File: config.mk
export PLATFORM = sky130hd
export DESIGN_NAME = sps_top
export DESIGN_NICKNAME = d
export VERILOG_FILES = /design/src/sps_pkg.sv /design/src/sps_if.sv /design/src/sps_shifter.sv /design/src/sps_top.sv
export VERILOG_INCLUDE_DIRS = /design/src
export SDC_FILE = /design/constraint.sdc
export NUM_CORES = 1
export LEC_CHECK = 0
export ABC_AREA = 1
export BUFFER_PORTS_ARGS = -buffer_cell sky130_fd_sc_hd__clkbuf_2
export CORE_UTILIZATION = 58
export CTS_CLUSTER_DIAMETER = 60
export DETAILED_ROUTE_END_ITERATION = 6
export HOLD_SLACK_MARGIN = 0.05
export PLACE_DENSITY_LB_ADDON = 0.1
export REMOVE_ABC_BUFFERS = 1
export SYNTH_ARGS = -nofsm -noshare
export SYNTH_HDL_FRONTEND = slang
export SYNTH_SLANG_ARGS = --single-unit
File: constraint.sdc
create_clock -name core_clk -period 4 [get_ports core_clk]
set_clock_uncertainty 0.2 [all_clocks]
set_input_delay 1.2 -clock core_clk [delete_from_list [all_inputs] [get_ports core_clk]]
set_output_delay 1.2 -clock core_clk [all_outputs]
set_load 0.01 [all_outputs]
File: src/sps_defs.svh
/*
  Offsets, field positions and reset values of the serial port block.
  Assumes inclusion by bare name from the design modules and the bench.
*/
`ifndef SPS_DEFS_SVH
`define SPS_DEFS_SVH

`define SPS_OFS_CTRL1      8'h00
`define SPS_OFS_RATE       8'h04
`define SPS_OFS_STATUS     8'h08
`define SPS_OFS_DATA       8'h0C
`define SPS_OFS_PORT       8'h10
`define SPS_OFS_DIR        8'h14
`define SPS_OFS_PUD        8'h18

`define SPS_C1_IE          7
`define SPS_C1_SPE         6
`define SPS_C1_MASTER_SELECT        4
`define SPS_C1_CPOL        3
`define SPS_C1_CPHA        2
`define SPS_C1_SELECT_OUTPUT_ENABLE        1
`define SPS_C1_LSBF        0

`define SPS_ST_TCF         7
`define SPS_ST_WRITE_COLLISION_FLAG        6
`define SPS_ST_MODE_FAULT_FLAG        4

`define SPS_PUD_RD0        4

`define SPS_PIN_RXD        0
`define SPS_PIN_TXD        1
`define SPS_PIN_MISO       4
`define SPS_PIN_MOSI       5
`define SPS_PIN_SCK        6
`define SPS_PIN_SS         7

`define SPS_CTRL1_RST      8'h00
`define SPS_RATE_RST       3'h0
`define SPS_PUD_RST        8'h00
`define SPS_DIR_RST        8'h00
`define SPS_EDGES_LAST     5'hF

`endif

File: src/sps_pkg.sv
/*
  Types shared by the serial port block.
  Assumes nothing beyond the constants header.
*/
package sps_pkg;
  typedef enum logic {
    SPS_IDLE,
    SPS_RUN
  } sps_state_e;
endpackage

File: src/sps_if.sv
/*
  Link between the register side and the serial shift engine.
  Assumes both ends run on the same clock.
*/
interface sps_if;
  logic       load;
  logic [7:0] wdata;
  logic       master;
  logic       cpol;
  logic       cpha;
  logic       lsbf;
  logic [2:0] code;
  logic       miso;
  logic       mosi_in;
  logic       sck_in;
  logic       ss_n;
  logic       busy;
  logic       done;
  logic [7:0] rdata;
  logic       sck;
  logic       sdo;
  modport eng (input load, wdata, master, cpol, cpha, lsbf, code, miso, mosi_in, sck_in, ss_n,
               output busy, done, rdata, sck, sdo);
  modport ctl (output load, wdata, master, cpol, cpha, lsbf, code, miso, mosi_in, sck_in, ss_n,
               input busy, done, rdata, sck, sdo);
endinterface

File: src/sps_shifter.sv
/*
  Serial shift engine: clock divider, eight-bit shifter, receive buffer.
  Assumes pin levels arrive synchronous to core_clk.
*/
`include "sps_defs.svh"
module sps_shifter
  import sps_pkg::*;
(
  input wire logic core_clk,
  input wire logic rst_n,
  sps_if.eng       bus
);
  sps_state_e st_ff, nxt_st;
  logic [7:0] sh_ff, nxt_sh;
  logic [7:0] rx_ff, nxt_rx;
  logic [7:0] cnt_ff, nxt_cnt;
  logic [4:0] edg_ff, nxt_edg;
  logic       sck_ff, nxt_sck;
  logic       out_ff, nxt_out;
  logic       cap_ff, nxt_cap;
  logic       prv_ff, nxt_prv;
  logic       done_ff, nxt_done;
  logic       ev;
  logic       din;

  function automatic logic [7:0] half_m1(input logic [2:0] code);
    half_m1 = 8'((9'h001 << code) - 9'h001);
  endfunction

  function automatic logic first_bit(input logic [7:0] sh, input logic lsbf);
    first_bit = lsbf ? sh[0] : sh[7];
  endfunction

  always_comb begin
    nxt_st   = st_ff;
    nxt_sh   = sh_ff;
    nxt_rx   = rx_ff;
    nxt_cnt  = 8'h00;
    nxt_edg  = edg_ff;
    nxt_sck  = sck_ff;
    nxt_out  = out_ff;
    nxt_cap  = cap_ff;
    nxt_prv  = bus.sck_in;
    nxt_done = 1'b0;
    din      = bus.master ? bus.miso : bus.mosi_in;
    if (bus.master) begin
      ev = (st_ff == SPS_RUN) && (cnt_ff == half_m1(bus.code));
      if ((st_ff == SPS_RUN) && !ev) begin
        nxt_cnt = cnt_ff + 8'h01;
      end
    end else begin
      ev = !bus.ss_n && (bus.sck_in != prv_ff);
    end
    if (st_ff == SPS_IDLE && bus.master) begin
      nxt_sck = bus.cpol;
    end
    if (bus.load) begin
      nxt_sh  = bus.wdata;
      nxt_edg = 5'h00;
      nxt_out = first_bit(bus.wdata, bus.lsbf);
      if (bus.master) begin
        nxt_st = SPS_RUN;
      end
    end else if (ev) begin
      nxt_st  = SPS_RUN;
      nxt_edg = edg_ff + 5'h01;
      if (bus.master) begin
        nxt_sck = ~sck_ff;
      end
      if (!edg_ff[0]) begin
        if (bus.cpha) begin
          nxt_out = first_bit(sh_ff, bus.lsbf);
        end else begin
          nxt_cap = din;
        end
      end else begin
        nxt_sh = bus.lsbf ? {(bus.cpha ? din : cap_ff), sh_ff[7:1]}
                          : {sh_ff[6:0], (bus.cpha ? din : cap_ff)};
        if (!bus.cpha) begin
          nxt_out = first_bit(nxt_sh, bus.lsbf);
        end
        if (edg_ff == `SPS_EDGES_LAST) begin
          nxt_done = 1'b1;
          nxt_rx   = nxt_sh;
          nxt_st   = SPS_IDLE;
          nxt_edg  = 5'h00;
        end
      end
    end else if (!bus.master && bus.ss_n) begin
      nxt_st  = SPS_IDLE;
      nxt_edg = 5'h00;
    end
  end

  always_ff @(posedge core_clk or negedge rst_n) begin
    if (!rst_n) begin
      st_ff   <= SPS_IDLE;
      sh_ff   <= 8'h00;
      rx_ff   <= 8'h00;
      cnt_ff  <= 8'h00;
      edg_ff  <= 5'h00;
      sck_ff  <= 1'b0;
      out_ff  <= 1'b0;
      cap_ff  <= 1'b0;
      prv_ff  <= 1'b0;
      done_ff <= 1'b0;
    end else begin
      st_ff   <= nxt_st;
      sh_ff   <= nxt_sh;
      rx_ff   <= nxt_rx;
      cnt_ff  <= nxt_cnt;
      edg_ff  <= nxt_edg;
      sck_ff  <= nxt_sck;
      out_ff  <= nxt_out;
      cap_ff  <= nxt_cap;
      prv_ff  <= nxt_prv;
      done_ff <= nxt_done;
    end
  end

  assign bus.busy  = (st_ff == SPS_RUN);
  assign bus.done  = done_ff;
  assign bus.rdata = rx_ff;
  assign bus.sck   = sck_ff;
  assign bus.sdo   = out_ff;

  property p_half_period;
    @(posedge core_clk) disable iff (!rst_n)
      (st_ff == SPS_RUN) && bus.master |-> cnt_ff <= half_m1(bus.code);
  endproperty
  a_half_period: assert property (p_half_period) else $error("Divider count overran.");

  property p_eight_bits;
    @(posedge core_clk) disable iff (!rst_n)
      nxt_done |-> edg_ff == `SPS_EDGES_LAST && edg_ff[0];
  endproperty
  a_eight_bits: assert property (p_eight_bits) else $error("Byte ended early.");
endmodule

File: src/sps_top.sv
/*
  Serial port block: SPI control, status and data registers with the port pin logic.
  Assumes a classic Wishbone master and pin levels synchronous to core_clk.
*/
// How it works
// - Clock pin drives only in master mode with pin 6 direction set.
// - Select pin drives only in master mode with output enable and direction 7.
// - Divider field resets to bus clock over two.
// - Divider code n gives bus clock over two to the power n plus one.
// - Status writes change nothing; status reads always allowed.
// - Done flag sets after eighth clock; cleared by status read then data access.
// - Data write during a transfer is dropped and sets collision flag, no interrupt.
// - Collision flag cleared by status read then data access.
// - Mode fault sets when master and select input is low.
// - Direction bit 7 set inhibits mode fault and keeps flag clear.
// - Mode fault cleared by status read then control one write.
// - Data reads return buffered received byte; writes load the shifter.
// - Master and slave shift eight positions, exchanging bytes.
// - Reset makes every pin an input with direction cleared.
// - Port read gives pin level for inputs, driver value for outputs.
// - Port writes update latch; drive only general outputs.
// - Direction bit 0 means input, 1 output, unless a serial function overrides.
// - UART two-wire receive forces pin 0 to input.
// - UART two-wire transmit forces pin 1 to output.
// - Enabled SPI forces its inputs; its outputs need direction bits set.
// - Slave mode makes pin 7 select input; master mode uses its direction bit.
// - One pull-up and one drive bit per group, three groups; pull-up off on outputs.
// - With interrupt enable, done or mode fault requests an interrupt.
// - System enable reads zero while mode fault is set.
// - Master-select 0 is slave, 1 master.
`include "sps_defs.svh"
module sps_top
  import sps_pkg::*;
(
  input  wire logic        core_clk,
  input  wire logic        rst_n,
  input  wire logic        wb_cyc_i,
  input  wire logic        wb_stb_i,
  input  wire logic        wb_we_i,
  input  wire logic [7:0]  wb_adr_i,
  input  wire logic [3:0]  wb_sel_i,
  input  wire logic [31:0] wb_dat_i,
  output logic      [31:0] wb_dat_o,
  output logic             wb_ack_o,
  output logic             irq_o,
  input  wire logic [7:0]  pin_in,
  output logic      [7:0]  pin_out,
  output logic      [7:0]  pin_oe,
  output logic      [7:0]  pin_pullup,
  output logic      [7:0]  pin_reduced_drive,
  input  wire logic        uart_rx_2wire,
  input  wire logic        uart_tx_2wire,
  input  wire logic        uart_txd
);
  sps_if bus ();

  logic [7:0]  ctl_ff, nxt_ctl;
  logic [2:0]  rate_ff, nxt_rate;
  logic        tcf_ff, nxt_tcf, write_collision_flag_ff, nxt_write_collision_flag, mode_fault_flag_ff, nxt_mode_fault_flag;
  logic        arm_t_ff, nxt_arm_t, arm_w_ff, nxt_arm_w, arm_m_ff, nxt_arm_m;
  logic [7:0]  port_ff, nxt_port, dir_ff, nxt_dir, pud_ff, nxt_pud;
  logic        ack_ff, nxt_ack, irq_ff, nxt_irq;
  logic [31:0] dat_ff, nxt_dat;
  logic [7:0]  po_ff, nxt_po, oe_ff, nxt_oe, pu_ff, nxt_pu, rd_ff, nxt_rd;
  logic        rate_wr_ff, nxt_rate_wr;
  logic        acc, wr, rd, lane0, data_acc, wr_data, wr_c1, rd_stat, rd_c1, fault;
  logic [7:0]  rdv;
  logic        system_enable_bit, master_select;

  function automatic logic hit(input logic [7:0] adr, input logic [7:0] ofs);
    hit = (adr == ofs);
  endfunction

  function automatic logic [1:0] group_of(input int i);
    group_of = (i >= 4) ? 2'h2 : ((i >= 2) ? 2'h1 : 2'h0);
  endfunction

  assign system_enable_bit  = ctl_ff[`SPS_C1_SPE];
  assign master_select = ctl_ff[`SPS_C1_MASTER_SELECT];

  always_comb begin
    acc      = wb_cyc_i && wb_stb_i && !ack_ff;
    lane0    = wb_sel_i[0];
    wr       = acc && wb_we_i && lane0;
    rd       = acc && !wb_we_i;
    data_acc = acc && hit(wb_adr_i, `SPS_OFS_DATA);
    wr_data  = wr && hit(wb_adr_i, `SPS_OFS_DATA);
    wr_c1    = wr && hit(wb_adr_i, `SPS_OFS_CTRL1);
    rd_stat  = rd && hit(wb_adr_i, `SPS_OFS_STATUS);
    rd_c1    = rd && hit(wb_adr_i, `SPS_OFS_CTRL1);
    fault    = system_enable_bit && master_select && !dir_ff[`SPS_PIN_SS] && !pin_in[`SPS_PIN_SS];
  end

  always_comb begin
    bus.load    = wr_data && !bus.busy;
    bus.wdata   = wb_dat_i[7:0];
    bus.master  = master_select;
    bus.cpol    = ctl_ff[`SPS_C1_CPOL];
    bus.cpha    = ctl_ff[`SPS_C1_CPHA];
    bus.lsbf    = ctl_ff[`SPS_C1_LSBF];
    bus.code    = rate_ff;
    bus.miso    = pin_in[`SPS_PIN_MISO];
    bus.mosi_in = pin_in[`SPS_PIN_MOSI];
    bus.sck_in  = pin_in[`SPS_PIN_SCK];
    bus.ss_n    = pin_in[`SPS_PIN_SS] || !system_enable_bit;
  end

  sps_shifter u_shifter (
    .core_clk (core_clk),
    .rst_n    (rst_n),
    .bus      (bus)
  );

  always_comb begin
    nxt_ctl     = ctl_ff;
    nxt_rate    = rate_ff;
    nxt_port    = port_ff;
    nxt_dir     = dir_ff;
    nxt_pud     = pud_ff;
    nxt_rate_wr = rate_wr_ff;
    nxt_arm_t   = arm_t_ff;
    nxt_arm_w   = arm_w_ff;
    nxt_arm_m   = arm_m_ff;
    nxt_tcf     = tcf_ff;
    nxt_write_collision_flag    = write_collision_flag_ff;
    nxt_mode_fault_flag    = mode_fault_flag_ff;
    if (wr && hit(wb_adr_i, `SPS_OFS_CTRL1)) begin
      nxt_ctl = wb_dat_i[7:0];
    end
    if (wr && hit(wb_adr_i, `SPS_OFS_RATE)) begin
      nxt_rate    = wb_dat_i[2:0];
      nxt_rate_wr = 1'b1;
    end
    if (wr && hit(wb_adr_i, `SPS_OFS_PORT)) begin
      nxt_port = wb_dat_i[7:0];
    end
    if (wr && hit(wb_adr_i, `SPS_OFS_DIR)) begin
      nxt_dir = wb_dat_i[7:0];
    end
    if (wr && hit(wb_adr_i, `SPS_OFS_PUD)) begin
      nxt_pud = wb_dat_i[7:0];
    end
    if (data_acc && arm_t_ff) begin
      nxt_tcf   = 1'b0;
      nxt_arm_t = 1'b0;
    end
    if (data_acc && arm_w_ff) begin
      nxt_write_collision_flag  = 1'b0;
      nxt_arm_w = 1'b0;
    end
    if (wr_c1 && arm_m_ff) begin
      nxt_mode_fault_flag  = 1'b0;
      nxt_arm_m = 1'b0;
    end
    if (rd_stat) begin
      nxt_arm_t = tcf_ff;
      nxt_arm_w = write_collision_flag_ff;
      nxt_arm_m = mode_fault_flag_ff;
    end
    if (bus.done) begin
      nxt_tcf = 1'b1;
    end
    if (wr_data && bus.busy) begin
      nxt_write_collision_flag = 1'b1;
    end
    if (fault) begin
      nxt_mode_fault_flag = 1'b1;
    end
    if (dir_ff[`SPS_PIN_SS]) begin
      nxt_mode_fault_flag  = 1'b0;
      nxt_arm_m = 1'b0;
    end
  end

  always_comb begin
    case (wb_adr_i)
      `SPS_OFS_CTRL1: begin
        rdv = ctl_ff;
        rdv[`SPS_C1_SPE] = system_enable_bit && !mode_fault_flag_ff;
      end
      `SPS_OFS_RATE:   rdv = {5'h00, rate_ff};
      `SPS_OFS_STATUS: begin
        rdv = 8'h00;
        rdv[`SPS_ST_TCF]  = tcf_ff;
        rdv[`SPS_ST_WRITE_COLLISION_FLAG] = write_collision_flag_ff;
        rdv[`SPS_ST_MODE_FAULT_FLAG] = mode_fault_flag_ff;
      end
      `SPS_OFS_DATA:   rdv = bus.rdata;
      `SPS_OFS_PORT:   rdv = (oe_ff & po_ff) | (~oe_ff & pin_in);
      `SPS_OFS_DIR:    rdv = dir_ff;
      `SPS_OFS_PUD:    rdv = pud_ff;
      default:         rdv = 8'h00;
    endcase
    nxt_ack = acc;
    nxt_dat = rd ? {24'h000000, rdv} : 32'h00000000;
    nxt_irq = ctl_ff[`SPS_C1_IE] && (nxt_tcf || nxt_mode_fault_flag);
  end

  always_comb begin
    nxt_oe = dir_ff;
    nxt_po = port_ff;
    if (uart_rx_2wire) begin
      nxt_oe[`SPS_PIN_RXD] = 1'b0;
    end
    if (uart_tx_2wire) begin
      nxt_oe[`SPS_PIN_TXD] = 1'b1;
      nxt_po[`SPS_PIN_TXD] = uart_txd;
    end
    if (system_enable_bit && master_select) begin
      nxt_oe[`SPS_PIN_MISO] = 1'b0;
      nxt_po[`SPS_PIN_MOSI] = bus.sdo;
      nxt_po[`SPS_PIN_SCK]  = bus.sck;
      if (dir_ff[`SPS_PIN_SS] && ctl_ff[`SPS_C1_SELECT_OUTPUT_ENABLE]) begin
        nxt_po[`SPS_PIN_SS] = !bus.busy;
      end
    end else if (system_enable_bit) begin
      nxt_oe[`SPS_PIN_MISO] = dir_ff[`SPS_PIN_MISO] && !pin_in[`SPS_PIN_SS];
      nxt_po[`SPS_PIN_MISO] = bus.sdo;
      nxt_oe[`SPS_PIN_MOSI] = 1'b0;
      nxt_oe[`SPS_PIN_SCK]  = 1'b0;
      nxt_oe[`SPS_PIN_SS]   = 1'b0;
    end
    for (int i = 0; i < 8; i++) begin
      nxt_pu[i] = pud_ff[group_of(i)] && !nxt_oe[i];
      nxt_rd[i] = pud_ff[`SPS_PUD_RD0 + int'(group_of(i))];
    end
  end

  always_ff @(posedge core_clk or negedge rst_n) begin
    if (!rst_n) begin
      ctl_ff     <= `SPS_CTRL1_RST;
      rate_ff    <= `SPS_RATE_RST;
      tcf_ff     <= 1'b0;
      write_collision_flag_ff    <= 1'b0;
      mode_fault_flag_ff    <= 1'b0;
      arm_t_ff   <= 1'b0;
      arm_w_ff   <= 1'b0;
      arm_m_ff   <= 1'b0;
      port_ff    <= 8'h00;
      dir_ff     <= `SPS_DIR_RST;
      pud_ff     <= `SPS_PUD_RST;
      rate_wr_ff <= 1'b0;
      ack_ff     <= 1'b0;
      dat_ff     <= 32'h00000000;
      irq_ff     <= 1'b0;
      po_ff      <= 8'h00;
      oe_ff      <= 8'h00;
      pu_ff      <= 8'h00;
      rd_ff      <= 8'h00;
    end else begin
      ctl_ff     <= nxt_ctl;
      rate_ff    <= nxt_rate;
      tcf_ff     <= nxt_tcf;
      write_collision_flag_ff    <= nxt_write_collision_flag;
      mode_fault_flag_ff    <= nxt_mode_fault_flag;
      arm_t_ff   <= nxt_arm_t;
      arm_w_ff   <= nxt_arm_w;
      arm_m_ff   <= nxt_arm_m;
      port_ff    <= nxt_port;
      dir_ff     <= nxt_dir;
      pud_ff     <= nxt_pud;
      rate_wr_ff <= nxt_rate_wr;
      ack_ff     <= nxt_ack;
      dat_ff     <= nxt_dat;
      irq_ff     <= nxt_irq;
      po_ff      <= nxt_po;
      oe_ff      <= nxt_oe;
      pu_ff      <= nxt_pu;
      rd_ff      <= nxt_rd;
    end
  end

  assign wb_ack_o          = ack_ff;
  assign wb_dat_o          = dat_ff;
  assign irq_o             = irq_ff;
  assign pin_out           = po_ff;
  assign pin_oe            = oe_ff;
  assign pin_pullup        = pu_ff;
  assign pin_reduced_drive = rd_ff;

  property p_sck_oe;
    @(posedge core_clk) disable iff (!rst_n)
      pin_oe[`SPS_PIN_SCK] && $past(system_enable_bit) |-> $past(master_select && dir_ff[`SPS_PIN_SCK]);
  endproperty
  a_sck_oe: assert property (p_sck_oe) else $error("Clock pin driven wrongly.");

  property p_ss_oe;
    @(posedge core_clk) disable iff (!rst_n)
      $past(system_enable_bit && !master_select) |-> !pin_oe[`SPS_PIN_SS];
  endproperty
  a_ss_oe: assert property (p_ss_oe) else $error("Select pin driven in slave mode.");

  property p_rate_rst;
    @(posedge core_clk) disable iff (!rst_n)
      !rate_wr_ff |-> rate_ff == 3'h0;
  endproperty
  a_rate_rst: assert property (p_rate_rst) else $error("Divider not at reset value.");

  property p_stat_wr;
    @(posedge core_clk) disable iff (!rst_n)
      wr && hit(wb_adr_i, `SPS_OFS_STATUS) && !bus.done && !fault |=> tcf_ff == $past(tcf_ff);
  endproperty
  a_stat_wr: assert property (p_stat_wr) else $error("Status write changed a flag.");

  property p_tcf_set;
    @(posedge core_clk) disable iff (!rst_n)
      bus.done |=> tcf_ff;
  endproperty
  a_tcf_set: assert property (p_tcf_set) else $error("Done flag missed.");

  property p_write_collision_flag;
    @(posedge core_clk) disable iff (!rst_n)
      wr_data && bus.busy |-> !bus.load ##1 write_collision_flag_ff;
  endproperty
  a_write_collision_flag: assert property (p_write_collision_flag) else $error("Collision not handled.");

  property p_mode_fault_flag_set;
    @(posedge core_clk) disable iff (!rst_n)
      fault |=> mode_fault_flag_ff;
  endproperty
  a_mode_fault_flag_set: assert property (p_mode_fault_flag_set) else $error("Mode fault missed.");

  property p_mode_fault_flag_inh;
    @(posedge core_clk) disable iff (!rst_n)
      dir_ff[`SPS_PIN_SS] |=> !mode_fault_flag_ff;
  endproperty
  a_mode_fault_flag_inh: assert property (p_mode_fault_flag_inh) else $error("Mode fault not inhibited.");

  property p_irq;
    @(posedge core_clk) disable iff (!rst_n)
      $past(ctl_ff[`SPS_C1_IE]) && $rose(tcf_ff) |-> irq_o;
  endproperty
  a_irq: assert property (p_irq) else $error("Interrupt not requested.");

  property p_spe_rb;
    @(posedge core_clk) disable iff (!rst_n)
      rd_c1 && mode_fault_flag_ff |=> !wb_dat_o[`SPS_C1_SPE];
  endproperty
  a_spe_rb: assert property (p_spe_rb) else $error("Enable read back during fault.");
endmodule

Yosys cells after proc, flatten, opt, wreduce, memory -nomap -nowiden
Cells that the tools add are included.
- add/subtract/negate cells: 3
- equal/unequal tests: 11
- shift operators: 1
- multiplexer cells: 61
- bitwise operators: 9
- reductions and logical operators: 72
- operators with widths (cell ; number):
    $mux 8 ; 7
    $pmux 8 s7 ; 1
    $mux 1 ; 45
    $logic_and 1x1->1 ; 38
    $mux 5 ; 5
    $eq 8x5->1 const B ; 3
    $logic_not 1->1 ; 18
    $and 8x8->8 ; 2
    $eq 8x4->1 const B ; 2
    $reduce_bool 2->1 ; 5
    $reduce_bool 3->1 ; 3
    $add 8x1->8 const B ; 1
    $eq 8x3->1 const B ; 1
    $eq 8x8->1 ; 1
    $logic_not 8->1 ; 1
    $not 8->8 ; 1
    $or 8x8->8 ; 1
    $reduce_and 4->1 ; 2
    $shl 1x3->8 const A ; 1
    $sub 8x1->8 const B ; 1
    $mux 3 ; 2
    $add 5x1->5 const B ; 1
    $eq 5x4->1 const B ; 1
    $not 1->1 ; 5
    other kinds (7) ; 9
- register bits: 115
- input bits: 60
- output and inout port bits: 66
- logic and storage cells: 185

Longest topological paths before layout
- word-level depth: 11
- mapped depth: 17

Hierarchy
Synthesis repeated with hierarchy kept, for this count alone.
- cell total of the unflattened synthesis: 648
- area total of the unflattened synthesis: 5626.6 sq um
- by module, submodules not included (module ; times used ; cells each ; area an instance (sq um) ; sequential area each (sq um)):
    sps_top ; 1 ; 389 ; 3636.0 ; 1951.9
    sps_shifter ; 1 ; 259 ; 1990.7 ; 875.8

Worst setup path before layout
No wires, ideal clock.
- kind: input port to flip-flop
- start point: input port wb_adr_i[7]
- end point: register u_shifter.sh_ff[4]
- arrival time: 2328 ps
- setup slack: 1354 ps
- stages: 11
- path buffers: 1
- path through: nor2_1 nand2_2 nor2_4 nand2_2 nor3_4 inv_2 buf_2 nand2_1 o21ai_1 nand2_1 o21ai_2
- cells in the longest elaborated chain, start to end: 5
- elaborated cells between the ends (all ways): 7
- classes of those cells: 1 x eq/ne; 1 x mux; 5 x reduce/logical
- ends and longest elaborated chain (element ; line ; RTL):
    start, declared ; sps_top.sv:40 ; input wire logic [7:0] wb_adr_i,
    $eq 8x4->1 (*) ; sps_top.sv:71 ; hit = (adr == ofs);
    $logic_and 1x1->1 (*) ; sps_top.sv:87 ; wr_data = wr && hit(wb_adr_i, `SPS_OFS_DATA);
    $logic_and 1x1->1 (*) ; sps_top.sv:95 ; bus.load = wr_data && !bus.busy;
    $reduce_bool 2->1 (no line) ; - ;
    $reduce_and 2->1 (no line) ; - ;
    end signal, assigned ; sps_shifter.sv:109 ; sh_ff <= nxt_sh;
    end, declared ; sps_shifter.sv:14 ; logic [7:0] sh_ff, nxt_sh;
Every way passes the cells marked *; elsewhere a longest branch is shown, timed or not.
A chain may end at the register's enable or synchronous reset.

Worst setup path in the final report
- start point: input port wb_adr_i[7]
- end point: register port_ff[6]
- cells in the longest elaborated chain, start to end: 2
- ends and longest elaborated chain (element ; line ; RTL):
    $eq 8x5->1 ; sps_top.sv:71 ;
    $logic_and 1x1->1 ; sps_top.sv:134 ; if (wr && hit(wb_adr_i, `SPS_OFS_PORT)) begin
    end signal, assigned ; sps_top.sv:259 ; port_ff <= nxt_port;
    end, declared ; sps_top.sv:61 ; logic [7:0] port_ff, nxt_port, dir_ff, nxt_dir, pud_ff, nxt_pud;
No other way between the ends.

==> summary.json <==
{
  "floorplan": {
    "effective_utilization_at_floorplan_pct": 59.6,
    "die-height_um": 99.3,
    "ios": 126,
    "row_count": 35,
    "die_area_um2": 9850,
    "fp.dieW_um": 99.3,
    "core_area_um2": 9200
  },
  "routing": {
    "drtAntennaViolNets": 0,
    "detail_route.drc_violations": 2,
    "detail_route.first_pass.iterations": 7,
    "route.detailed.vias_per_inst": 5.37,
    "routed_wirelength_mm": 12.5,
    "route.vias.total": 4553,
    "drtIter0Drc": 350,
    "wire_per_inst_um": 14.7
  },
  "worst_setup_path": {
    "critical_path_required_ns": 4.17,
    "r2r_slack_ns": 1.51,
    "critPathKind": "in -> reg",
    "r2r-start": "bus.code[1]",
    "critPathLaunchType": "input port",
    "crit_path_max_fanout": 16,
    "timing.reg2reg.worst_path_depth": 16,
    "end_kind": "flip-flop",
    "regToRegEndpoint": "u_shifter.edg_ff[3]",
    "cp.arrival_ns": 2.84
  },
  "cells_and_area": {
    "share_of_cells_above_drive_strength_1_pct": 19.7,
    "final_net_count": 787,
    "final_area_um2": 6440,
    "area.growth.synth_to_final_pct": 17.3,
    "antenna_cells": 0,
    "postLayoutCoreUtil_pct": 70.0,
    "layoutNonFillerInstCount": 848
  },
  "synthesis": {
    "synth_simple_gate_area_share_pct": 23.2,
    "yosysMostFrequentCell": "nand2_1",
    "synthDominantAreaCellType": "dfrtp_1",
    "synth_top_cell_area_share_pct": 51.6,
    "synthXorXnorAreaFrac_pct": 1.44,
    "multiplexer_fraction_of_the_synthesized_cell_area_pct": 1.48,
    "synth_seq_cells": 113,
    "synth_area_um2": 5490,
    "yosys.area_share.adder_pct": 0.684,
    "synth_ff_type": "dfrtp_1",
    "synth_cell_types": 47,
    "post_synth_main_area_contributors": "dfrtp_1 (52%), nand2_1 (13%), o21ai_0 (4.7%), buf_4 (4.4%), inv_1 (3.7%)",
    "ys_async_sr_fraction_pct": 100,
    "synth-warning-count": 0,
    "commonest_cells_in_the_synthesized_netlist": "nand2_1 (192), dfrtp_1 (113), inv_1 (54), o21ai_0 (51), nor2_1 (44)",
    "syn_area_per_cell_um2": 8.45,
    "number_of_enable_type_register_cells_in_the_synthesized_netlist": 0,
    "seq_area_frac_synth_pct": 51.6,
    "netlist_instances": 649,
    "main_combinational_cell_family_by_area_after_synthesis": "simple AND/OR/NAND/NOR gates",
    "synth_compound_gate_area_share_pct": 11.4
  },
  "sta": {
    "setup-violations-final": 0,
    "timing.slew.headroom_pct": 57.5,
    "finalCritPeriodShare_pct": 66.9,
    "final.setup.tns_ns": 0,
    "max_freq_mhz": 374,
    "final.min_clock_period_ns": 2.68,
    "fin_ws_ns": 1.32,
    "tightestPinTransition_ns": 0.636,
    "hold_slack_ns": 0.182,
    "total_count_of_hold_check_failures_in_the_final_report": 0,
    "rsz0062_at_grt": "no",
    "maxSlewViolCount": 0
  },
  "grt": {
    "grt_pass1_wl_mm": 20.7,
    "grt_use_total_pct": 27.5,
    "first_global_vias": 4322,
    "grt_max_degree": 46,
    "global_route.overflow_total": 0,
    "antenna_found_initial": 0
  },
  "clock_network": {
    "cts_inserted_buffers": 17,
    "cts_post_setup_buffers_inserted": 0,
    "ctsHtreeMaxLevel": 4,
    "insertion_delay_ns": 0.51,
    "worst_setup_hold_path_clk_slew_ns": 0.06,
    "cts-root-to-sink-buffers": 2,
    "cts_hold_buf": 0,
    "tritoncts": "yes",
    "clkSinkCount": 113,
    "number_of_instances_resized_during_post_cts_repair": 0,
    "clock-root-buffer": "clkbuf_8"
  },
  "placement": {
    "gpl.final_weighted_congestion": 0.876,
    "detailed_place.area_um2": 5810,
    "dpl_worst_slack_ns": 0.887,
    "place.detailed.instances": 816,
    "io_buffer_count": 74,
    "place.detailed.hpwl_mm": 9.03
  },
  "min_path": {
    "min_from": "port_ff[2]",
    "hold_path_depth": 0,
    "hold_path_class": "reg -> reg",
    "holdPathEnd": "pin_out[2]"
  },
  "power_and_ir_drop": {
    "finalPower_mw": 2.83,
    "vdd.ir_drop.worst_uv": 246,
    "power_per_cell_area_nw_per_um2": 440,
    "leakagePower_nw": 3.29
  },
  "status": {
    "violations_in_the_final_reports": "design-rule violations",
    "run_status": "finished with violations"
  },
  "job": {
    "max_cap_viol_count": 0
  }
}
==> area by class of cell <==
cell class | instances | area (um2)
clock inverters | 13 | 185
well taps | 111 | 139
clock buffers | 19 | 442
multi-input cells | 449 | 2190
inverters | 67 | 256
flip-flops and latches | 113 | 2830
fillers | 747 | 2760
repair buffers | 76 | 400
==> placed cells by master (no fill, tap or decap), types with 4 or more instances in the layout <==
cell        count
nand3_1        26
clkbuf_16      16
xnor2_1         4
inv_2          10
nand2_2         5
bufinv_16       4
nand2_1       192
inv_1          54
nor2_1         44
o21ai_0        51
dfrtp_1       113
conb_1         24
nor2_2          4
mux2i_1         7
nand4_1         6
clkinvlp_4      5
o21ai_1        30
a21oi_1        12
xor2_1          5
clkbuf_2       73
==> power breakdown <==
| part | total (mW) | switching (mW) | internal [mW] | leakage [nW] |
|---|---|---|---|---|
| sequential | 1.16 | 0.00790 | 1.15 | 1.53 |
| clock | 1.56 | 0.515 | 1.04 | 0.292 |
| combinational | 0.114 | 0.0796 | 0.0340 | 1.46 |
==> logic make-up (layout without fill, tap and decap cells) <==
group,count (synthesis),in the layout
muxes,8,8
DFF,113,113
AOI/OAI and AO/OA,112,112
buffers and inverters,110,175
and+or+nand+nor,293,293
xor gates and xnor gates,9,9
adders and majority gates,3,3
other,1,24
==> worst max path at each step <==
stage / cells after the start / slack [ns] / end / from
global route: 9 / 1.18 / port_ff[6] / wb_adr_i[7]
floorplan: 12 / 1.31 / u_shifter.bus.busy / wb_adr_i[7]
CTS: 9 / 1.40 / port_ff[6] / wb_adr_i[7]
detailed placement: 9 / 0.89 / port_ff[6] / wb_adr_i[7]
global placement: 11 / 0.94 / u_shifter.bus.rdata[1] / wb_adr_i[1]
finish: 9 / 1.32 / port_ff[6] / wb_adr_i[7]
==> per-layer routing <==
metal | up-vias | share of wire, % | global-route usage, %
li1 | 2195 | - | -
met1 | 2165 | 44 | 36.7
met2 | 166 | 48 | 44.6
met3 | 27 | 6.3 | 6.32
met4 | 0 | 2.0 | 9.95
met5 | - | 0 | 0
==> worst max-delay path, stage by stage <==
cell and delay, ns:
clkbuf_2 0.08, nor2_1 0.12, nand2_2 0.12, nor2_1 0.19, nand3_1 0.29, inv_1 0.16, nand2_1 0.39, nand2_1 0.19
o21ai_0 0.10
Power figures use the tool's default switching activity.
